===== config.mk =====
export PLATFORM = sky130hd
export DESIGN_NAME = tmr2_timer
export DESIGN_NICKNAME = d
export VERILOG_FILES = /design/src/tmr2_pkg.sv /design/src/tmr2_timer.sv
export VERILOG_INCLUDE_DIRS = /design/src
export SDC_FILE = /design/constraint.sdc
export NUM_CORES = 1
export LEC_CHECK = 0
export ABC_AREA = 1
export BUFFER_PORTS_ARGS = -buffer_cell sky130_fd_sc_hd__buf_2
export CAP_MARGIN = 20
export CORE_ASPECT_RATIO = 0.6
export CORE_UTILIZATION = 40
export DETAILED_ROUTE_END_ITERATION = 7
export GPL_TIMING_DRIVEN = 0
export PLACE_DENSITY = 0.69
export REMOVE_ABC_BUFFERS = 1
export SYNTH_ARGS = -nofsm -noshare
export SYNTH_HDL_FRONTEND = slang
export SYNTH_SLANG_ARGS = --single-unit

===== constraint.sdc =====
create_clock -name i_clock -period 2.9 [get_ports i_clock]
set_input_delay 0.435 -clock i_clock [delete_from_list [all_inputs] [get_ports i_clock]]
set_output_delay 0.435 -clock i_clock [all_outputs]
set_load 0.01 [all_outputs]

===== src/tmr2_defs.svh =====
// Constants for the up/down auto-reload timer: offsets, fields, reset values, timing
`ifndef TMR2_DEFS_SVH
`define TMR2_DEFS_SVH
`define TMR_ADDR_W        4
`define TMR_OFS_CTRL      4'h0
`define TMR_OFS_MODE      4'h1
`define TMR_OFS_CNT_LO    4'h2
`define TMR_OFS_CNT_HI    4'h3
`define TMR_OFS_RLD_LO    4'h4
`define TMR_OFS_RLD_HI    4'h5
`define TMR_OFS_IRQ_STAT  4'h6
`define TMR_OFS_IRQ_MASK  4'h7
`define TMR_CTRL_OVF      7
`define TMR_CTRL_EXT      6
`define TMR_CTRL_RXCLK    5
`define TMR_CTRL_TXCLK    4
`define TMR_CTRL_EXTEN    3
`define TMR_CTRL_RUN      2
`define TMR_CTRL_CT       1
`define TMR_CTRL_CPRL     0
`define TMR_MODE_DOWN_COUNT_ENABLE     0
`define TMR_IRQ_OVF       0
`define TMR_IRQ_EXT       1
`define TMR_BYTE_RST      8'h00
`define TMR_BYTE_MAX      8'hFF
`define TMR_CNT_MAX       16'hFFFF
`define TMR_PRESCALE      4'hC
`define TMR_PRESCALE_LAST 4'hB
`define TMR_PRESCALE_RST  4'h0
`endif


===== src/tmr2_pkg.sv =====
// Types for the up/down auto-reload timer
package tmr2_pkg;
    typedef enum logic [1:0] {TMR2_CAPTURE, TMR2_RELOAD, TMR2_BAUD} tmr2_mode_e;
    typedef logic [7:0] tmr2_byte_t;
endpackage


===== src/tmr2_timer.sv =====
// 16-bit up/down auto-reload timer/counter with register port and interrupt
// Summary of operation
// - Count is low byte cascaded into high byte
// - Select clock divided by twelve or pin
// - Count advances only while run bit set
// - Three modes chosen by clock and capture selects
// - Down enable clear: classic up-only reload
// - Down enable set: direction pin picks direction in reload mode only
// - Up overflow past FFFFh sets flag, interrupts
// - Up overflow loads reload pair into count, except in capture mode
// - Down underflow when count equals reload pair
// - Underflow sets flag and loads FFFFh
// - Up/down mode toggles external flag, no interrupt
// - External flag readable as seventeenth bit
// - Overflow flag set only without serial clocks; software clears
// - Counter mode counts falling pin edges
// - Serial clock selects force auto-reload
// - Direction pin fall captures or reloads when enabled, in capture or reload mode only, not baud or up/down
`include "tmr2_defs.svh"
`timescale 1ns/1ps
`default_nettype none
module tmr2_timer
    import tmr2_pkg::*;
(
    input  wire logic                  i_clock,
    input  wire logic                  i_srst,
    input  wire logic [`TMR_ADDR_W-1:0] i_addr,
    input  wire logic [7:0]            i_wdata,
    input  wire logic                  i_wr,
    input  wire logic                  i_rd,
    input  wire logic                  i_count_input_pin,
    input  wire logic                  i_direction_pin,
    output logic      [7:0]            o_rdata,
    output logic                       o_irq,
    output logic                       o_tx_clock_tick,
    output logic                       o_rx_clock_tick
);
    logic [7:0]  ctrl_ff;
    logic        down_count_enable_ff;
    tmr2_byte_t  count_low_byte_ff;
    tmr2_byte_t  count_high_byte_ff;
    tmr2_byte_t  reload_low_byte_ff;
    tmr2_byte_t  reload_high_byte_ff;
    logic [1:0]  irq_stat_ff;
    logic [1:0]  irq_mask_ff;
    logic [3:0]  prescale_ff;
    logic [2:0]  cnt_pin_sync_ff;
    logic [2:0]  dir_pin_sync_ff;
    logic [7:0]  rdata_ff;
    logic        ovf_tick_ff;

    wire logic ctrl_wr   = i_wr && (i_addr == `TMR_OFS_CTRL);
    wire logic run_control            = ctrl_ff[`TMR_CTRL_RUN];
    wire logic counter_timer_select   = ctrl_ff[`TMR_CTRL_CT];
    wire logic capture_reload_select  = ctrl_ff[`TMR_CTRL_CPRL];
    wire logic external_enable        = ctrl_ff[`TMR_CTRL_EXTEN];
    wire logic tx_clock_select        = ctrl_ff[`TMR_CTRL_TXCLK];
    wire logic rx_clock_select        = ctrl_ff[`TMR_CTRL_RXCLK];
    wire logic serial_clk = tx_clock_select || rx_clock_select;

    // Mode decode
    tmr2_mode_e mode;
    always_comb
    begin
        if (serial_clk)
            mode = TMR2_BAUD;
        else if (capture_reload_select)
            mode = TMR2_CAPTURE;
        else
            mode = TMR2_RELOAD;
    end

    // Pin synchronisers, stage 0 feeds only stage 1
    always_ff @(posedge i_clock)
    begin
        if (i_srst)
        begin
            cnt_pin_sync_ff <= 3'h7;
            dir_pin_sync_ff <= 3'h7;
        end
        else
        begin
            cnt_pin_sync_ff <= {cnt_pin_sync_ff[1:0], i_count_input_pin};
            dir_pin_sync_ff <= {dir_pin_sync_ff[1:0], i_direction_pin};
        end
    end
    wire logic cnt_fall = cnt_pin_sync_ff[2] && !cnt_pin_sync_ff[1];
    wire logic dir_fall = dir_pin_sync_ff[2] && !dir_pin_sync_ff[1];
    wire logic dir_level = dir_pin_sync_ff[1];

    // Divide-by-twelve prescaler for timer operation
    always_ff @(posedge i_clock)
    begin
        if (i_srst)
            prescale_ff <= `TMR_PRESCALE_RST;
        else if (prescale_ff == `TMR_PRESCALE_LAST)
            prescale_ff <= `TMR_PRESCALE_RST;
        else
            prescale_ff <= prescale_ff + 4'h1;
    end
    wire logic div_tick = (prescale_ff == `TMR_PRESCALE_LAST);

    wire logic tick = run_control && (counter_timer_select ? cnt_fall : div_tick);

    // Direction: up unless down enable in reload mode and pin low
    wire logic updown  = down_count_enable_ff && (mode == TMR2_RELOAD);
    wire logic count_dn = updown && !dir_level;

    wire logic [15:0] count  = {count_high_byte_ff, count_low_byte_ff};
    wire logic [15:0] reload = {reload_high_byte_ff, reload_low_byte_ff};
    wire logic ovf_up = tick && !count_dn && (count == `TMR_CNT_MAX);
    wire logic unf_dn = tick && count_dn && (count == reload);
    wire logic wrap   = ovf_up || unf_dn;
    // External pin event only in classic modes, not baud or up/down
    wire logic ext_evt = external_enable && dir_fall && !serial_clk && !updown;
    wire logic ext_reload  = ext_evt && (mode == TMR2_RELOAD);
    wire logic ext_capture = ext_evt && (mode == TMR2_CAPTURE);
    wire logic ovf_reload = ovf_up && (mode != TMR2_CAPTURE);

    // Count bytes with cascade and same-cycle reload
    always_ff @(posedge i_clock)
    begin
        if (i_srst)
        begin
            count_low_byte_ff  <= `TMR_BYTE_RST;
            count_high_byte_ff <= `TMR_BYTE_RST;
        end
        else if (ovf_reload || ext_reload)
        begin
            count_low_byte_ff  <= reload_low_byte_ff;
            count_high_byte_ff <= reload_high_byte_ff;
        end
        else if (unf_dn)
        begin
            count_low_byte_ff  <= `TMR_BYTE_MAX;
            count_high_byte_ff <= `TMR_BYTE_MAX;
        end
        else if (tick)
        begin
            if (count_dn)
            begin
                count_low_byte_ff <= count_low_byte_ff - 8'h01;
                if (count_low_byte_ff == `TMR_BYTE_RST)
                    count_high_byte_ff <= count_high_byte_ff - 8'h01;
            end
            else
            begin
                count_low_byte_ff <= count_low_byte_ff + 8'h01;
                if (count_low_byte_ff == `TMR_BYTE_MAX)
                    count_high_byte_ff <= count_high_byte_ff + 8'h01;
            end
        end
        else if (i_wr && i_addr == `TMR_OFS_CNT_LO)
            count_low_byte_ff <= i_wdata;
        else if (i_wr && i_addr == `TMR_OFS_CNT_HI)
            count_high_byte_ff <= i_wdata;
    end

    // Reload pair: software writes, or capture from the pin
    always_ff @(posedge i_clock)
    begin
        if (i_srst)
        begin
            reload_low_byte_ff  <= `TMR_BYTE_RST;
            reload_high_byte_ff <= `TMR_BYTE_RST;
        end
        else if (ext_capture)
        begin
            reload_low_byte_ff  <= count_low_byte_ff;
            reload_high_byte_ff <= count_high_byte_ff;
        end
        else if (i_wr && i_addr == `TMR_OFS_RLD_LO)
            reload_low_byte_ff <= i_wdata;
        else if (i_wr && i_addr == `TMR_OFS_RLD_HI)
            reload_high_byte_ff <= i_wdata;
    end

    // Control register; hardware sets of flags win over software writes
    wire logic set_ovf = (ovf_up || unf_dn) && !serial_clk;
    logic nxt_ext;
    always_comb
    begin
        nxt_ext = ctrl_wr ? i_wdata[`TMR_CTRL_EXT] : ctrl_ff[`TMR_CTRL_EXT];
        if (updown && wrap)
            nxt_ext = !ctrl_ff[`TMR_CTRL_EXT];
        else if (ext_evt)
            nxt_ext = 1'b1;
    end
    always_ff @(posedge i_clock)
    begin
        if (i_srst)
            ctrl_ff <= `TMR_BYTE_RST;
        else
        begin
            if (ctrl_wr)
                ctrl_ff <= i_wdata;
            if (set_ovf)
                ctrl_ff[`TMR_CTRL_OVF] <= 1'b1;
            ctrl_ff[`TMR_CTRL_EXT] <= nxt_ext;
        end
    end

    always_ff @(posedge i_clock)
    begin
        if (i_srst)
            down_count_enable_ff <= 1'b0;
        else if (i_wr && i_addr == `TMR_OFS_MODE)
            down_count_enable_ff <= i_wdata[`TMR_MODE_DOWN_COUNT_ENABLE];
    end

    // Sticky interrupt status, write one to clear, set wins
    wire logic ovf_evt = set_ovf;
    wire logic ext_irq_evt = ext_evt;                 // toggle never raises this
    always_ff @(posedge i_clock)
    begin
        if (i_srst)
            irq_stat_ff <= 2'h0;
        else
        begin
            irq_stat_ff <= (irq_stat_ff
                & ~((i_wr && i_addr == `TMR_OFS_IRQ_STAT) ? i_wdata[1:0] : 2'h0))
                | {ext_irq_evt, ovf_evt};
        end
    end
    always_ff @(posedge i_clock)
    begin
        if (i_srst)
            irq_mask_ff <= 2'h0;
        else if (i_wr && i_addr == `TMR_OFS_IRQ_MASK)
            irq_mask_ff <= i_wdata[1:0];
    end
    assign o_irq = |(irq_stat_ff & irq_mask_ff);

    // Baud-rate tick out on every overflow in serial-clock mode
    always_ff @(posedge i_clock)
    begin
        if (i_srst)
            ovf_tick_ff <= 1'b0;
        else
            ovf_tick_ff <= ovf_up && serial_clk;
    end
    assign o_tx_clock_tick = ovf_tick_ff && tx_clock_select;
    assign o_rx_clock_tick = ovf_tick_ff && rx_clock_select;

    // Read data one cycle after the strobe
    always_ff @(posedge i_clock)
    begin
        if (i_srst)
            rdata_ff <= `TMR_BYTE_RST;
        else if (i_rd)
        begin
            unique case (i_addr)
                `TMR_OFS_CTRL:     rdata_ff <= ctrl_ff;
                `TMR_OFS_MODE:     rdata_ff <= {7'h00, down_count_enable_ff};
                `TMR_OFS_CNT_LO:   rdata_ff <= count_low_byte_ff;
                `TMR_OFS_CNT_HI:   rdata_ff <= count_high_byte_ff;
                `TMR_OFS_RLD_LO:   rdata_ff <= reload_low_byte_ff;
                `TMR_OFS_RLD_HI:   rdata_ff <= reload_high_byte_ff;
                `TMR_OFS_IRQ_STAT: rdata_ff <= {6'h00, irq_stat_ff};
                `TMR_OFS_IRQ_MASK: rdata_ff <= {6'h00, irq_mask_ff};
                default:           rdata_ff <= `TMR_BYTE_RST;
            endcase
        end
        else
            rdata_ff <= `TMR_BYTE_RST;
    end
    assign o_rdata = rdata_ff;

    // Assertions
    property p_up_reload;
        @(posedge i_clock) disable iff (i_srst)
        (ovf_up && mode == TMR2_RELOAD) |=> (count == $past(reload));
    endproperty
    a_up_reload: assert property (p_up_reload) else $error("up overflow did not reload");

    property p_dn_unf;
        @(posedge i_clock) disable iff (i_srst)
        unf_dn |=> (count == `TMR_CNT_MAX) && ctrl_ff[`TMR_CTRL_OVF];
    endproperty
    a_dn_unf: assert property (p_dn_unf) else $error("underflow did not load max");

    property p_hold;
        @(posedge i_clock) disable iff (i_srst)
        (!run_control && !i_wr && !ext_evt) |=> (count == $past(count));
    endproperty
    a_hold: assert property (p_hold) else $error("count moved while stopped");

    property p_ovf_flag;
        @(posedge i_clock) disable iff (i_srst)
        (ovf_up && !serial_clk) |=> ctrl_ff[`TMR_CTRL_OVF] && irq_stat_ff[`TMR_IRQ_OVF];
    endproperty
    a_ovf_flag: assert property (p_ovf_flag) else $error("overflow flag not set");

    property p_no_ovf_serial;
        @(posedge i_clock) disable iff (i_srst)
        (serial_clk && !ctrl_ff[`TMR_CTRL_OVF] && !ctrl_wr) |=> !ctrl_ff[`TMR_CTRL_OVF];
    endproperty
    a_no_ovf_serial: assert property (p_no_ovf_serial) else $error("flag set in serial mode");

    property p_toggle;
        @(posedge i_clock) disable iff (i_srst)
        (updown && wrap) |=> (ctrl_ff[`TMR_CTRL_EXT] != $past(ctrl_ff[`TMR_CTRL_EXT]))
            && (!irq_stat_ff[`TMR_IRQ_EXT] || $past(irq_stat_ff[`TMR_IRQ_EXT]));
    endproperty
    a_toggle: assert property (p_toggle) else $error("external flag did not toggle");

    property p_carry;
        @(posedge i_clock) disable iff (i_srst)
        (tick && !count_dn && !wrap && !ext_reload && count_low_byte_ff == `TMR_BYTE_MAX)
            |=> count_high_byte_ff == $past(count_high_byte_ff) + 8'h01
                && count_low_byte_ff == `TMR_BYTE_RST;
    endproperty
    a_carry: assert property (p_carry) else $error("no carry into high byte");

    property p_prescale;
        @(posedge i_clock) disable iff (i_srst)
        div_tick |=> !div_tick [*8] ##1 !div_tick [*3] ##1 div_tick;
    endproperty
    a_prescale: assert property (p_prescale) else $error("prescaler not twelve");

    property p_dir_down;
        @(posedge i_clock) disable iff (i_srst)
        (tick && updown && !dir_level && !unf_dn) |=> count == $past(count) - 16'h0001;
    endproperty
    a_dir_down: assert property (p_dir_down) else $error("pin low did not count down");

    property p_pin_count;
        @(posedge i_clock) disable iff (i_srst)
        (run_control && counter_timer_select && cnt_fall && !count_dn && !wrap && !ext_reload)
            |=> count == $past(count) + 16'h0001;
    endproperty
    a_pin_count: assert property (p_pin_count) else $error("pin edge not counted");

    property p_baud_reload;
        @(posedge i_clock) disable iff (i_srst)
        (ovf_up && serial_clk) |=> count == $past(reload);
    endproperty
    a_baud_reload: assert property (p_baud_reload) else $error("serial mode did not reload");

    property p_ext_capture;
        @(posedge i_clock) disable iff (i_srst)
        ext_capture |=> reload == $past(count);
    endproperty
    a_ext_capture: assert property (p_ext_capture) else $error("pin fall did not capture");
endmodule // tmr2_timer
`default_nettype wire


## Word level (Yosys, flattened, before mapping)

Index checks and enable logic that the tools add are counted.

- Divide/modulo/power cells: 0
- Reduce and logical (&&, ||, !) cells: 52
- Mux-type cells: 28
- Eq/ne operators: 16
- Bitwise operators: 5
- Add/subtract/negate cells: 5
- Shift operators: 0
- $lt $le $gt $ge: 0
- $mul: 0

Operator list:

| kind | count |
|---|---|
| two-way mux 8 bit | 19 |
| one-hot mux 8 bit (8 select lines) | 1 |
| logical AND 1 bit | 28 |
| adder 8 x 1 -> 8 bit (second input constant) | 2 |
| == test 16 bit | 1 |
| == test 16 bit (second input constant) | 1 |
| == test 4 x 3 -> 1 bit (second input constant) | 4 |
| subtractor 8 x 1 -> 8 bit (second input constant) | 2 |
| == test 4 x 2 -> 1 bit (second input constant) | 2 |
| == test 8 bit (second input constant) | 1 |
| zero test 8 bit | 1 |
| nonzero test 2 bit | 4 |
| nonzero test 4 bit | 2 |
| zero test 1 bit | 6 |
| two-way mux 1 bit | 6 |
| OR reduction 2 bit | 3 |
| inequality test 5 x 1 -> 1 bit (second input constant) | 1 |
| inequality test 5 x 2 -> 1 bit (second input constant) | 1 |
| adder 4 x 1 -> 4 bit (second input constant) | 1 |
| bitwise AND 2 bit | 2 |
| == test 4 x 1 -> 1 bit (second input constant) | 1 |
| == test 4 bit (second input constant) | 1 |
| zero test 4 bit | 1 |
| two-way mux 2 bit | 2 |
| 11 further kinds | 13 |

- Bits in registers: 64
- Output and inout bits: 11
- Bits in writable memories: 0
- Input bits: 18
- Memories kept: 0
- Word-level logic and storage cells: 121
- Bits in read-only memories: 0
- Bits in latches: 0

## Logic depth before layout (Yosys ltp)

Gate-level depths: netlist of run 1.

- Depth in word-level cells: 12
- Mapped depth: 18
- Depth with buffers taken out: 17

## Least setup slack after synthesis of run 1

OpenSTA, ideal clock, no wires.

- Kind: register to register
- Start point: register down_count_enable_ff
- End point: register count_low_byte_ff[6]
- Cell stages (with the launch flop): 19
- Data arrival time: 1.791 ns
- Clock period less this slack: 1.928 ns
- Library setup time: 0.137 ns
- Setup slack: 0.972 ns
- Buffers on the path: 1
- Required time: 2.763 ns
- Path through: dfxtp_1 -> inv_2 -> nor2_8 -> nand3_4 -> buf_2 -> xor2_1 -> inv_1 -> ha_1 -> inv_1 -> o21ai_1 -> inv_1 -> nor2_2 -> nand3_1 -> nand2_1 -> nand2_1 -> nand3_1 -> nand2_1 -> nand2_1 -> a21oi_1

- Cells in the longest elaborated chain, start to end: 8
- Elaborated cells on any way between the ends: 17
- Those cells by class: mux: 4; reduce/logical: 13

RTL lines:

| element | line | source |
|---|---|---|
| start: declaration | tmr2_timer.sv:39 | `logic down_count_enable_ff;` |
| start signal: assignment | tmr2_timer.sv:208 | `` down_count_enable_ff <= i_wdata[`TMR_MODE_DOWN_COUNT_ENABLE]; `` |
| logical AND 1 bit * | tmr2_timer.sv:106 | `wire logic updown = down_count_enable_ff && (mode == TMR2_RELOAD);` |
| logical AND 1 bit | tmr2_timer.sv:107 | `wire logic count_dn = updown && !dir_level;` |
| zero test 1 bit | tmr2_timer.sv:111 | `` wire logic ovf_up = tick && !count_dn && (count == `TMR_CNT_MAX); `` |
| logical AND 1 bit (2 in series) | tmr2_timer.sv:111 |  |
| logical AND 1 bit | tmr2_timer.sv:118 | `wire logic ovf_reload = ovf_up && (mode != TMR2_CAPTURE);` |
| logical OR 1 bit | tmr2_timer.sv:128 | `else if (ovf_reload \|\| ext_reload)` |
| nonzero test 4 bit (no line) / two-way mux 8 bit (equally long branches) | -- |  |
| end signal: assignment | tmr2_timer.sv:125 | `` count_low_byte_ff <= `TMR_BYTE_RST; `` |
| end signal: assignment | tmr2_timer.sv:130 | `count_low_byte_ff <= reload_low_byte_ff;` |
| end signal: assignment | tmr2_timer.sv:135 | `` count_low_byte_ff <= `TMR_BYTE_MAX; `` |
| end: declaration | tmr2_timer.sv:40 | `tmr2_byte_t count_low_byte_ff;` |

Mark *: on every way between the ends. The rest lies on a longest branch, timed or not.
A chain may end at the register's enable or synchronous reset.

## Final worst setup path of run 1

- Start point: register ctrl_ff[4]
- End point: register count_low_byte_ff[1]

- Cells in the longest elaborated chain, start to end: 11
- Elaborated cells on any way between the ends: 23
- Those cells by class: eq/ne: 1; mux: 5; reduce/logical: 17

RTL lines:

| element | line | source |
|---|---|---|
| start: declaration | tmr2_timer.sv:38 | `logic [7:0] ctrl_ff;` |
| start signal: assignment | tmr2_timer.sv:192 | `` ctrl_ff <= `TMR_BYTE_RST; `` |
| start signal: assignment | tmr2_timer.sv:196 | `ctrl_ff <= i_wdata;` |
| start signal: indexed assignment | tmr2_timer.sv:199 | `` ctrl_ff[`TMR_CTRL_EXT] <= nxt_ext; `` |
| logical OR 1 bit * | tmr2_timer.sv:59 | `wire logic serial_clk = tx_clock_select \|\| rx_clock_select;` |
| two-way mux 2 bit | tmr2_timer.sv:65 | `if (serial_clk)` |
| == test 2 x 1 -> 1 bit | tmr2_timer.sv:106, tmr2_timer.sv:116 |  |
| logical AND 1 bit | tmr2_timer.sv:106 |  |
| logical AND 1 bit | tmr2_timer.sv:107 |  |
| zero test 1 bit | tmr2_timer.sv:111 |  |
| logical AND 1 bit (2 in series) | tmr2_timer.sv:111 |  |
| logical AND 1 bit | tmr2_timer.sv:118 |  |
| logical OR 1 bit | tmr2_timer.sv:128 |  |
| nonzero test 4 bit (no line) / two-way mux 8 bit (equally long branches) | -- |  |

Marks and branches as above.

==> impl_metrics.py, run 1 <==
metrics = {
    "setup_path": {
        "rr_worst_depth": 12,
        "r2r-start": "ctrl_ff[4]$_SDFFE_PP0P_",
        "worstPathRequired_ns": 3.12,
        "cp_max_fo": 14,
        "crit_type": "reg2reg",
        "startpoint": "ctrl_ff[4]$_SDFFE_PP0P_",
        "arrival_ns": 2.94,
        "critPathLaunchType": "flop",
        "endpoint_kind": "flop",
    },
    "timing": {
        "min_period_ns": 2.72,
        "fmax_ghz": 0.368,
        "hold_viol_final": 0,
        "min_period_over_period_pct": 93.6,
        "drv_slew": 0,
        "tightest_slew_ns": 0.583,
        "slew_headroom_pct": 61.1,
        "rsz0062_at_grt": "no",
        "clock_skew_ns": 0.00592,
        "setup_viol": 0,
        "tns_ns": 0,
    },
    "yosys": {
        "synth_top_area_share_pct": 30.7,
        "synthCells": 645,
        "yosys.area.top_type": "dfxtp_1",
        "synth_ff_type": "dfxtp_1",
        "yosys_warnings": 0,
        "synth_seq_cells": 64,
        "synth-edff-count": 0,
        "async_flop_share_pct": 0,
        "ys_seq_area_share_pct": 30.7,
        "yosys-top-cells-area": "dfxtp_1, nand2_1, inv_1",
        "synth_cell_types": 43,
        "syn_area_per_cell_um2": 6.48,
        "synth_area_mm2": 0.00418,
    },
    "drt": {
        "vias": 4418,
        "wl_mm": 13.8,
        "ant_nets": 0,
        "drt_iter0_drc": 439,
        "first_pass_iters": 5,
        "vias_per_cell": 5.47,
        "drc": 0,
        "wire_per_inst_um": 17.1,
    },
    "outcome": {
        "status": "finished, final reports clean",
    },
    "clock_network": {
        "post-cts-setup-buffers": 0,
        "clockBufferDepth": 2,
        "clkSinkCount": 64,
        "cts_hold_buf": 0,
        "cts_tree": "yes",
        "numCtsBuffers": 9,
        "clkTransAtPathRegs_ns": 0.06,
        "insertion_delay_ns": 0.34,
        "cts.repair.resized": 0,
        "htreeDepth": 3,
        "root_buffer": "clkbuf_16",
    },
    "die": {
        "start_util_pct": 41.8,
        "die_h_um": 81.2,
        "coreArea_mm2": 0.00998,
        "rows": 28,
        "die-area_mm2": 0.0109,
        "die_w_um": 134,
        "io_pins": 29,
    },
    "hold_path": {
        "hp-start": "i_direction_pin",
        "hold_depth": 2,
        "hold_path.class": "in2reg",
    },
    "global_routing": {
        "grt_usage_pct": 26.9,
        "grt_pass1_vias": 3986,
        "grt_first_pass_wirelength_mm": 21.6,
        "antenna_found_initial": 0,
        "grt_max_degree": 37,
        "grt_overflow": 0,
    },
    "placed_design": {
        "port_buffers": 28,
        "gp_congestion": 0.949,
        "dp.final_hpwl_mm": 10.2,
    },
    "final_layout": {
        "fill_cells": 1036,
        "diodes": 0,
        "postLayoutCoreUtil_pct": 47.2,
        "syn2layout_area_growth_pct": 12.8,
        "drive_above_1_share_pct": 14.3,
        "finalNetCount": 688,
    },
    "flow_run": {
        "maxCapViolCount": 0,
    },
    "power_and_ir_drop": {
        "pwr_density_cell_mw_per_mm2": 467,
        "ir_drop_v": 0.000255,
        "total_leakage_power_nw": 2.19,
    },
}
## report_power, final
group | total, mW | internal [mW] | switching [mW] | leakage (nW)
combinational | 0.184 | 0.0590 | 0.125 | 1.53
sequential | 0.919 | 0.898 | 0.0207 | 0.519
clock | 1.10 | 0.687 | 0.412 | 0.145
total | 2.20 | 1.64 | 0.559 | 2.19
## registers in the layout, summed over array words and instances, names as in the netlist
signal                cells
cnt_pin_sync_ff           3
count_high_byte_ff        8
count_low_byte_ff         8
ctrl_ff                   8
dir_pin_sync_ff           3
down_count_enable_ff      1
irq_mask_ff               2
irq_stat_ff               2
o_rdata                   8
ovf_tick_ff               1
prescale_ff               4
reload_high_byte_ff       8
reload_low_byte_ff        8
## final timing paths
check                                                    endpoint  slack, ns
worst max-delay path            count_low_byte_ff[1]$_SDFFE_PP0P_       0.18
worst min-delay path                dir_pin_sync_ff[0]$_SDFF_PP1_       0.29
worst max register to register  count_low_byte_ff[1]$_SDFFE_PP0P_       0.18
worst min register to register      dir_pin_sync_ff[1]$_SDFF_PP1_       0.40
## through the flow
step                      setup slack [ns]  std cells  area, µm²  total power [mW]  hold slack (ns)
after floorplan                      0.879        627       4070              1.04            0.389
after CTS                            0.229        806       4680              2.20            0.281
after detailed placement             0.238        790       4380              1.11            0.393
after global routing                0.0939        807       4710              2.28            0.287
final                                0.184        807       4710              2.20            0.287
after global placement               0.309        790       4380              1.11            0.392
## final cells by class
cell class,count,area (µm²),area share (%)
Tap cell,135,169,3.58
Timing Repair Buffer,29,168,3.56
Clock inverter,5,56.3,1.19
Multi-Input combinational cell,452,2370,50.4
Clock buffer,11,243,5.15
Inverter,111,422,8.95
Sequential cell,64,1280,27.2
## cell usage after synthesis, types with 2 or more instances
master and n:
nand2_4 3, o21ai_0 43, nand2_1 154, inv_4 2, nand4_1 12, nor2_1 53, nor3_2 2, or2_2 7
o21ai_1 8, a21oi_1 38, xor2_1 6, nor2_2 7, o22ai_1 22, o221ai_1 4, buf_6 4, a221oi_1 6
nand2_2 6, nand3_1 31, inv_2 11, nor2_4 5, inv_1 96, a41oi_1 3, nor3_1 10, xnor2_1 15
clkbuf_1 8, a21oi_2 3, dfxtp_1 64, ha_1 3, buf_2 4, clkinv_1 2
## critical path, cell delays in order (launching register included)
cell	delay, ns
dfxtp_1	0.35
nor2_4	0.40
nand2_2	0.12
nor2_4	0.33
nor2_2	0.11
nand2_4	0.12
nand2_2	0.07
nand2_4	0.19
nand2_2	0.17
nor2_1	0.32
nand2_1	0.17
a21oi_1	0.17
nor2_1	0.05
## kinds of logic (layout without fill, tap and decap cells)
| family | after synthesis | in the layout | synth area share [%] |
|---|---|---|---|
| and+or+nand+nor | 296 | 296 | 32.9 |
| AOI/OAI and AO/OA | 132 | 132 | 18.5 |
| buffers and inverters | 129 | 156 | 12.7 |
| DFF | 64 | 64 | 30.7 |
| xor gates and xnor gates | 21 | 21 | 4.40 |
| adders and majority gates | 3 | 3 | 0.899 |
## per-layer routing
metal	vias to the layer above	GRT usage, %	wire (µm)
met5	-	0	0
met4	0	8.64	159
met3	14	6.93	1630
met2	247	36.9	5310
met1	2018	39.9	6680
li1	2139	-	-
## cell usage in the layout (no fill, tap or decap), drive strengths merged, types with 3 or more instances in the layout
master,netlist,routed
nand2,163,163
inv,109,109
nor2,66,66
dfxtp,64,64
o21ai,52,52
a21oi,42,42
nand3,33,33
buf,9,29
o22ai,22,22
xnor2,15,15
nand4,13,13
nor3,12,12
clkbuf,9,11
or2,7,7
xor2,6,6
a221oi,6,6
clkinv,2,5
o221ai,4,4
a41oi,3,3
ha,3,3
(Power assumes the default switching activity.)
==> run 2, diff against run 1 <==
- PLACE_DENSITY: 0.69 -> not set
- PLACE_DENSITY_LB_ADDON: not set -> 0.05
==> impl_metrics.py, run 2 (same netlist as run 1, synthesis figures left out) <==
metrics = {
    "setup_path": {
        "r2r-start": "ctrl_ff[4]$_SDFFE_PP0P_",
        "cp_max_fo": 14,
        "arrival_ns": 2.93,
        "crit_type": "reg2reg",
        "critPathLaunchType": "flop",
        "r2r_end": "count_low_byte_ff[0]$_SDFFE_PP0P_",
        "rr_worst_depth": 12,
        "ff2ff_setup_slack_ns": 0.20,
        "endpoint_kind": "flop",
        "worstPathRequired_ns": 3.13,
    },
    "hold_path": {
        "hold_depth": 2,
        "worstHoldEndpoint": "cnt_pin_sync_ff[0]$_SDFF_PP1_",
        "hp-start": "i_count_input_pin",
        "hold_path.class": "in2reg",
    },
    "die": {
        "die-area_mm2": 0.0109,
        "coreArea_mm2": 0.00998,
        "rows": 28,
        "io_pins": 29,
        "die_w_um": 134,
        "die_h_um": 81.2,
        "start_util_pct": 41.8,
    },
    "timing": {
        "drv_slew": 0,
        "min_period_ns": 2.70,
        "slew_headroom_pct": 59.2,
        "fmax_ghz": 0.370,
        "hold_viol_final": 0,
        "setup_viol": 0,
        "clock_skew_ns": 0.00822,
        "tightest_slew_ns": 0.597,
        "rsz0062_at_grt": "no",
        "tns_ns": 0,
        "whs_ns": 0.281,
        "min_period_over_period_pct": 93.2,
    },
    "global_routing": {
        "grt_max_degree": 27,
        "grt_pass1_vias": 3978,
        "antenna_found_initial": 0,
        "grt_overflow": 0,
        "grt_first_pass_wirelength_mm": 22.8,
        "grt_usage_pct": 28.5,
    },
    "power_and_ir_drop": {
        "pwr_density_cell_mw_per_mm2": 465,
        "power_mw": 2.19,
        "ir_drop_v": 0.000296,
        "total_leakage_power_nw": 2.19,
    },
    "outcome": {
        "status": "finished, final reports clean",
    },
    "clock_network": {
        "cts_hold_buf": 0,
        "clkSinkCount": 64,
        "insertion_delay_ns": 0.34,
        "clkTransAtPathRegs_ns": 0.05,
        "clockBufferDepth": 2,
        "cts_tree": "yes",
        "numCtsBuffers": 9,
        "post-cts-setup-buffers": 0,
        "htreeDepth": 3,
        "root_buffer": "clkbuf_16",
    },
    "final_layout": {
        "multi_input_area_mm2": 0.00237,
        "mostFrequentLayoutCells": "nand2_1, inv_1, dfxtp_1, nor2_1, o21ai_0",
        "layout_commonest_cell": "nand2_1",
        "final-seq-area_mm2": 0.00128,
        "diodes": 0,
        "drive_above_1_share_pct": 14.3,
        "finalNetCount": 688,
        "fill_cells": 1056,
        "syn2layout_area_growth_pct": 12.8,
    },
    "drt": {
        "vias_per_cell": 5.39,
        "drt_iter0_drc": 465,
        "wl_mm": 14.4,
        "first_pass_iters": 5,
        "ant_nets": 0,
        "vias": 4349,
        "drc": 0,
        "wire_per_inst_um": 17.8,
    },
    "flow_run": {
        "maxCapViolCount": 0,
    },
    "placed_design": {
        "dp.final_hpwl_mm": 10.7,
        "gp_congestion": 0.940,
        "port_buffers": 28,
    },
}
run 2: how the worst max path moves through the flow:
stage | start | to | slack [ns] | depth (start not counted)
2_1_floorplan | prescale_ff[0]$_SDFF_PP0_ | count_high_byte_ff[3]$_SDFFE_PP0P_ | 0.88 | 13
6_report | ctrl_ff[4]$_SDFFE_PP0P_ | count_low_byte_ff[0]$_SDFFE_PP0P_ | 0.20 | 12
3_5_place_dp | prescale_ff[0]$_SDFF_PP0_ | count_high_byte_ff[2]$_SDFFE_PP0P_ | 0.18 | 13
4_1_cts | prescale_ff[0]$_SDFF_PP0_ | count_high_byte_ff[2]$_SDFFE_PP0P_ | 0.16 | 13
5_1_grt | ctrl_ff[4]$_SDFFE_PP0P_ | count_low_byte_ff[3]$_SDFFE_PP0P_ | 0.05 | 14
3_3_place_gp | prescale_ff[0]$_SDFF_PP0_ | count_high_byte_ff[3]$_SDFFE_PP0P_ | 0.14 | 13
run 2: layer usage:
| layer | track usage, % | vias up | share of wire, % |
|---|---|---|---|
| met5 | 0 | - | 0 |
| met3 | 9.18 | 19 | 9.0 |
| met4 | 6.82 | 0 | 1.3 |
| met2 | 39.2 | 175 | 38 |
| met1 | 42.0 | 2015 | 51 |
| li1 | - | 2140 | - |
run 2: where the power goes:
group	internal (mW)	switching, mW	leakage [nW]
registers	0.898	0.0203	0.519
clock network	0.687	0.402	0.145
logic	0.0588	0.127	1.53
total	1.64	0.549	2.19
run 2: stage by stage:
| step | instances | util, % | worst slack [ns] | instance area (µm²) |
|---|---|---|---|---|
| 6_report | 807 | 47.2 | 0.198 | 4710 |
| 5_1_grt | 807 | 47.2 | 0.0520 | 4710 |
| 4_1_cts | 807 | 47.1 | 0.156 | 4700 |
| 3_5_place_dp | 791 | 44.1 | 0.184 | 4410 |
| 3_3_place_gp | 790 | 43.8 | 0.139 | 4380 |
| 2_1_floorplan | 627 | - | 0.879 | 4070 |
run 2: what timing repair did:
item	in CTS	in global routing
setup endpoints to repair	0	16
gates resized for setup	0	1
hold endpoints to repair	0	0
run 2: worst max-delay path, cell delays in order, from the launching register on:
cell and delay (ns):
dfxtp_1 0.34, nor2_4 0.40, nand2_2 0.11, nor2_4 0.36, nor2_2 0.12, nand2_4 0.13, nand2_2 0.07, nand2_4 0.19
nand2_2 0.19, nor2_1 0.28, o21ai_0 0.19, a21oi_1 0.16, nor2_1 0.05
run 2: layout make-up:
type                            count  area share (%)
Multi-Input combinational cell    452            50.4
Sequential cell                    64            27.2
Inverter                          111            8.95
Clock buffer                       11            5.15
Tap cell                          135            3.58
Timing Repair Buffer               29            3.56
Clock inverter                      5            1.19
==> run 3, diff against run 2 <==
- CELL_PAD_IN_SITES_DETAIL_PLACEMENT: not set -> 2
- CELL_PAD_IN_SITES_GLOBAL_PLACEMENT: not set -> 2
- CORE_UTILIZATION: 40 -> 34
- clock period: 2.9 -> 2.7 ns (I/O delays scaled with it)
==> impl_metrics.py, run 3 (same netlist as run 1, synthesis figures left out) <==
metrics = {
    "final_layout": {
        "mostFrequentLayoutCells": "nand2_1, inv_1, dfxtp_1, nor2_1, o21ai_0",
        "design_area_mm2": 0.00485,
        "drive_above_1_share_pct": 16.0,
        "final_cells": 842,
        "diodes": 0,
        "finalNetCount": 698,
        "layout_commonest_cell": "nand2_1",
        "syn2layout_area_growth_pct": 16.2,
    },
    "drt": {
        "drc": 0,
        "ant_nets": 0,
        "wire_per_inst_um": 21.9,
        "first_pass_iters": 5,
        "vias": 4652,
        "drt_iter0_drc": 314,
        "vias_per_cell": 5.52,
        "wl_mm": 18.4,
    },
    "die": {
        "rows": 30,
        "die-area_mm2": 0.0127,
        "die_h_um": 87.9,
        "start_util_pct": 35.9,
        "coreArea_mm2": 0.0116,
        "die_w_um": 145,
        "io_pins": 29,
    },
    "outcome": {
        "status": "finished, final reports clean",
    },
    "global_routing": {
        "antenna_found_initial": 1,
        "grt_overflow": 0,
        "grt_pass1_vias": 4762,
        "grt_usage_pct": 29.2,
        "grt_max_degree": 37,
        "grt_first_pass_wirelength_mm": 27.6,
    },
    "setup_path": {
        "critPathBufInv": 1,
        "cp_slowest_cell": "dfxtp_1",
        "crit_type": "reg2reg",
        "cp_max_fo": 14,
        "endpoint_kind": "flop",
        "cpPeakStageDelay_ns": 0.33,
        "critPathTopFamily": "simple AND/OR/NAND/NOR gates",
        "arrival_ns": 2.79,
        "critPathLaunchType": "flop",
        "worstPathRequired_ns": 2.95,
        "crit_top_cell": "nand2_1",
        "crit_chain": "ha_1 -> nand3_1 -> nand2_1 -> nand3_4 -> nor2_2 -> nand2_4 -> nand2_2 -> nand2_4 -> nand2_2 -> nor2_1 -> nand2_1 -> o21ai_0 -> nand2_1 -> nand2_1 -> inv_1",
    },
    "clock_network": {
        "numCtsBuffers": 9,
        "htreeDepth": 3,
        "root_buffer": "clkbuf_16",
        "clkTransAtPathRegs_ns": 0.06,
        "insertion_delay_ns": 0.35,
        "cts_hold_buf": 0,
        "clockBufferDepth": 2,
        "cts_tree": "yes",
        "clkSinkCount": 64,
    },
    "timing": {
        "min_period_over_period_pct": 94.2,
        "fmax_ghz": 0.393,
        "hold_viol_final": 0,
        "fin_ws_ns": 0.157,
        "whs_ns": 0.250,
        "clock_skew_ns": 0.00944,
        "slew_headroom_pct": 57.2,
        "tns_ns": 0,
        "tightest_slew_ns": 0.640,
        "setup_viol": 0,
        "min_period_ns": 2.54,
        "drv_slew": 0,
    },
    "placed_design": {
        "port_buffers": 28,
        "gp_congestion": 0.844,
        "postPlaceCellArea_mm2": 0.00441,
        "place_ws_ns": -0.161,
        "dp.cells": 815,
        "dp.final_hpwl_mm": 13.3,
    },
    "power_and_ir_drop": {
        "ir_drop_v": 0.000276,
        "total_leakage_power_nw": 2.24,
        "pwr_density_cell_mw_per_mm2": 525,
    },
    "hold_path": {
        "hold_path.class": "in2reg",
    },
    "flow_run": {
        "maxCapViolCount": 0,
    },
}
## run 3: cell count changes in the layout (fill, tap and decap cells not counted), sizes merged
cell | before | now
buf | 29 | 38
bufinv | 1 | 2
clkbuf | 11 | 10
clkinvlp | 1 | 0
inv | 109 | 110
nand3 | 33 | 34
## run 3: metrics by stage
stage          utilization (%)  power (mW)
2_1_floorplan                -        1.12
3_3_place_gp              37.9        1.20
3_5_place_dp              37.9        1.21
4_1_cts                   40.9        2.54
5_1_grt                   41.7        2.61
6_report                  41.7        2.55
## run 3: repair_timing
action	4_1_cts	5_1_grt
pin swaps	1	2
resized for setup	1	2
setup buffers	2	7
cloned	0	1
setup endpoints to repair	14	14
## run 3: routing by layer
metal  share of wire [%]  wire length (µm)  vias to the layer above  track usage (%)
met5                   0                 0                        -                0
met4                 1.2               212                        0             7.66
met3                 5.2               955                       22             5.42
met2                  43              7930                      138             45.9
met1                  51              9330                     2340             41.1
li1                    -                 -                     2152                -
## run 3: final timing paths
path	startpoint	to	slack (ns)	cells after the start
setup / recovery	prescale_ff[0]$_SDFF_PP0_	count_low_byte_ff[3]$_SDFFE_PP0P_	0.16	15
hold / removal	i_direction_pin	dir_pin_sync_ff[0]$_SDFF_PP1_	0.25	2
hold reg to reg	cnt_pin_sync_ff[0]$_SDFF_PP1_	cnt_pin_sync_ff[1]$_SDFF_PP1_	0.40	1
setup reg to reg	prescale_ff[0]$_SDFF_PP0_	count_low_byte_ff[3]$_SDFFE_PP0P_	0.16	15
## run 3: area by class of cell
type | count | area, µm²
well taps | 160 | 200
clock inverters | 6 | 91.3
clock buffers | 10 | 239
flip-flops and latches | 64 | 1280
inverters | 111 | 422
fillers | 1442 | 6780
repair buffers | 38 | 235
multi-input cells | 453 | 2390
## run 3: power breakdown
group,internal (mW),total [mW],switching (mW)
logic,0.0658,0.219,0.153
clock network,0.839,1.34,0.502
registers,0.964,0.988,0.0242
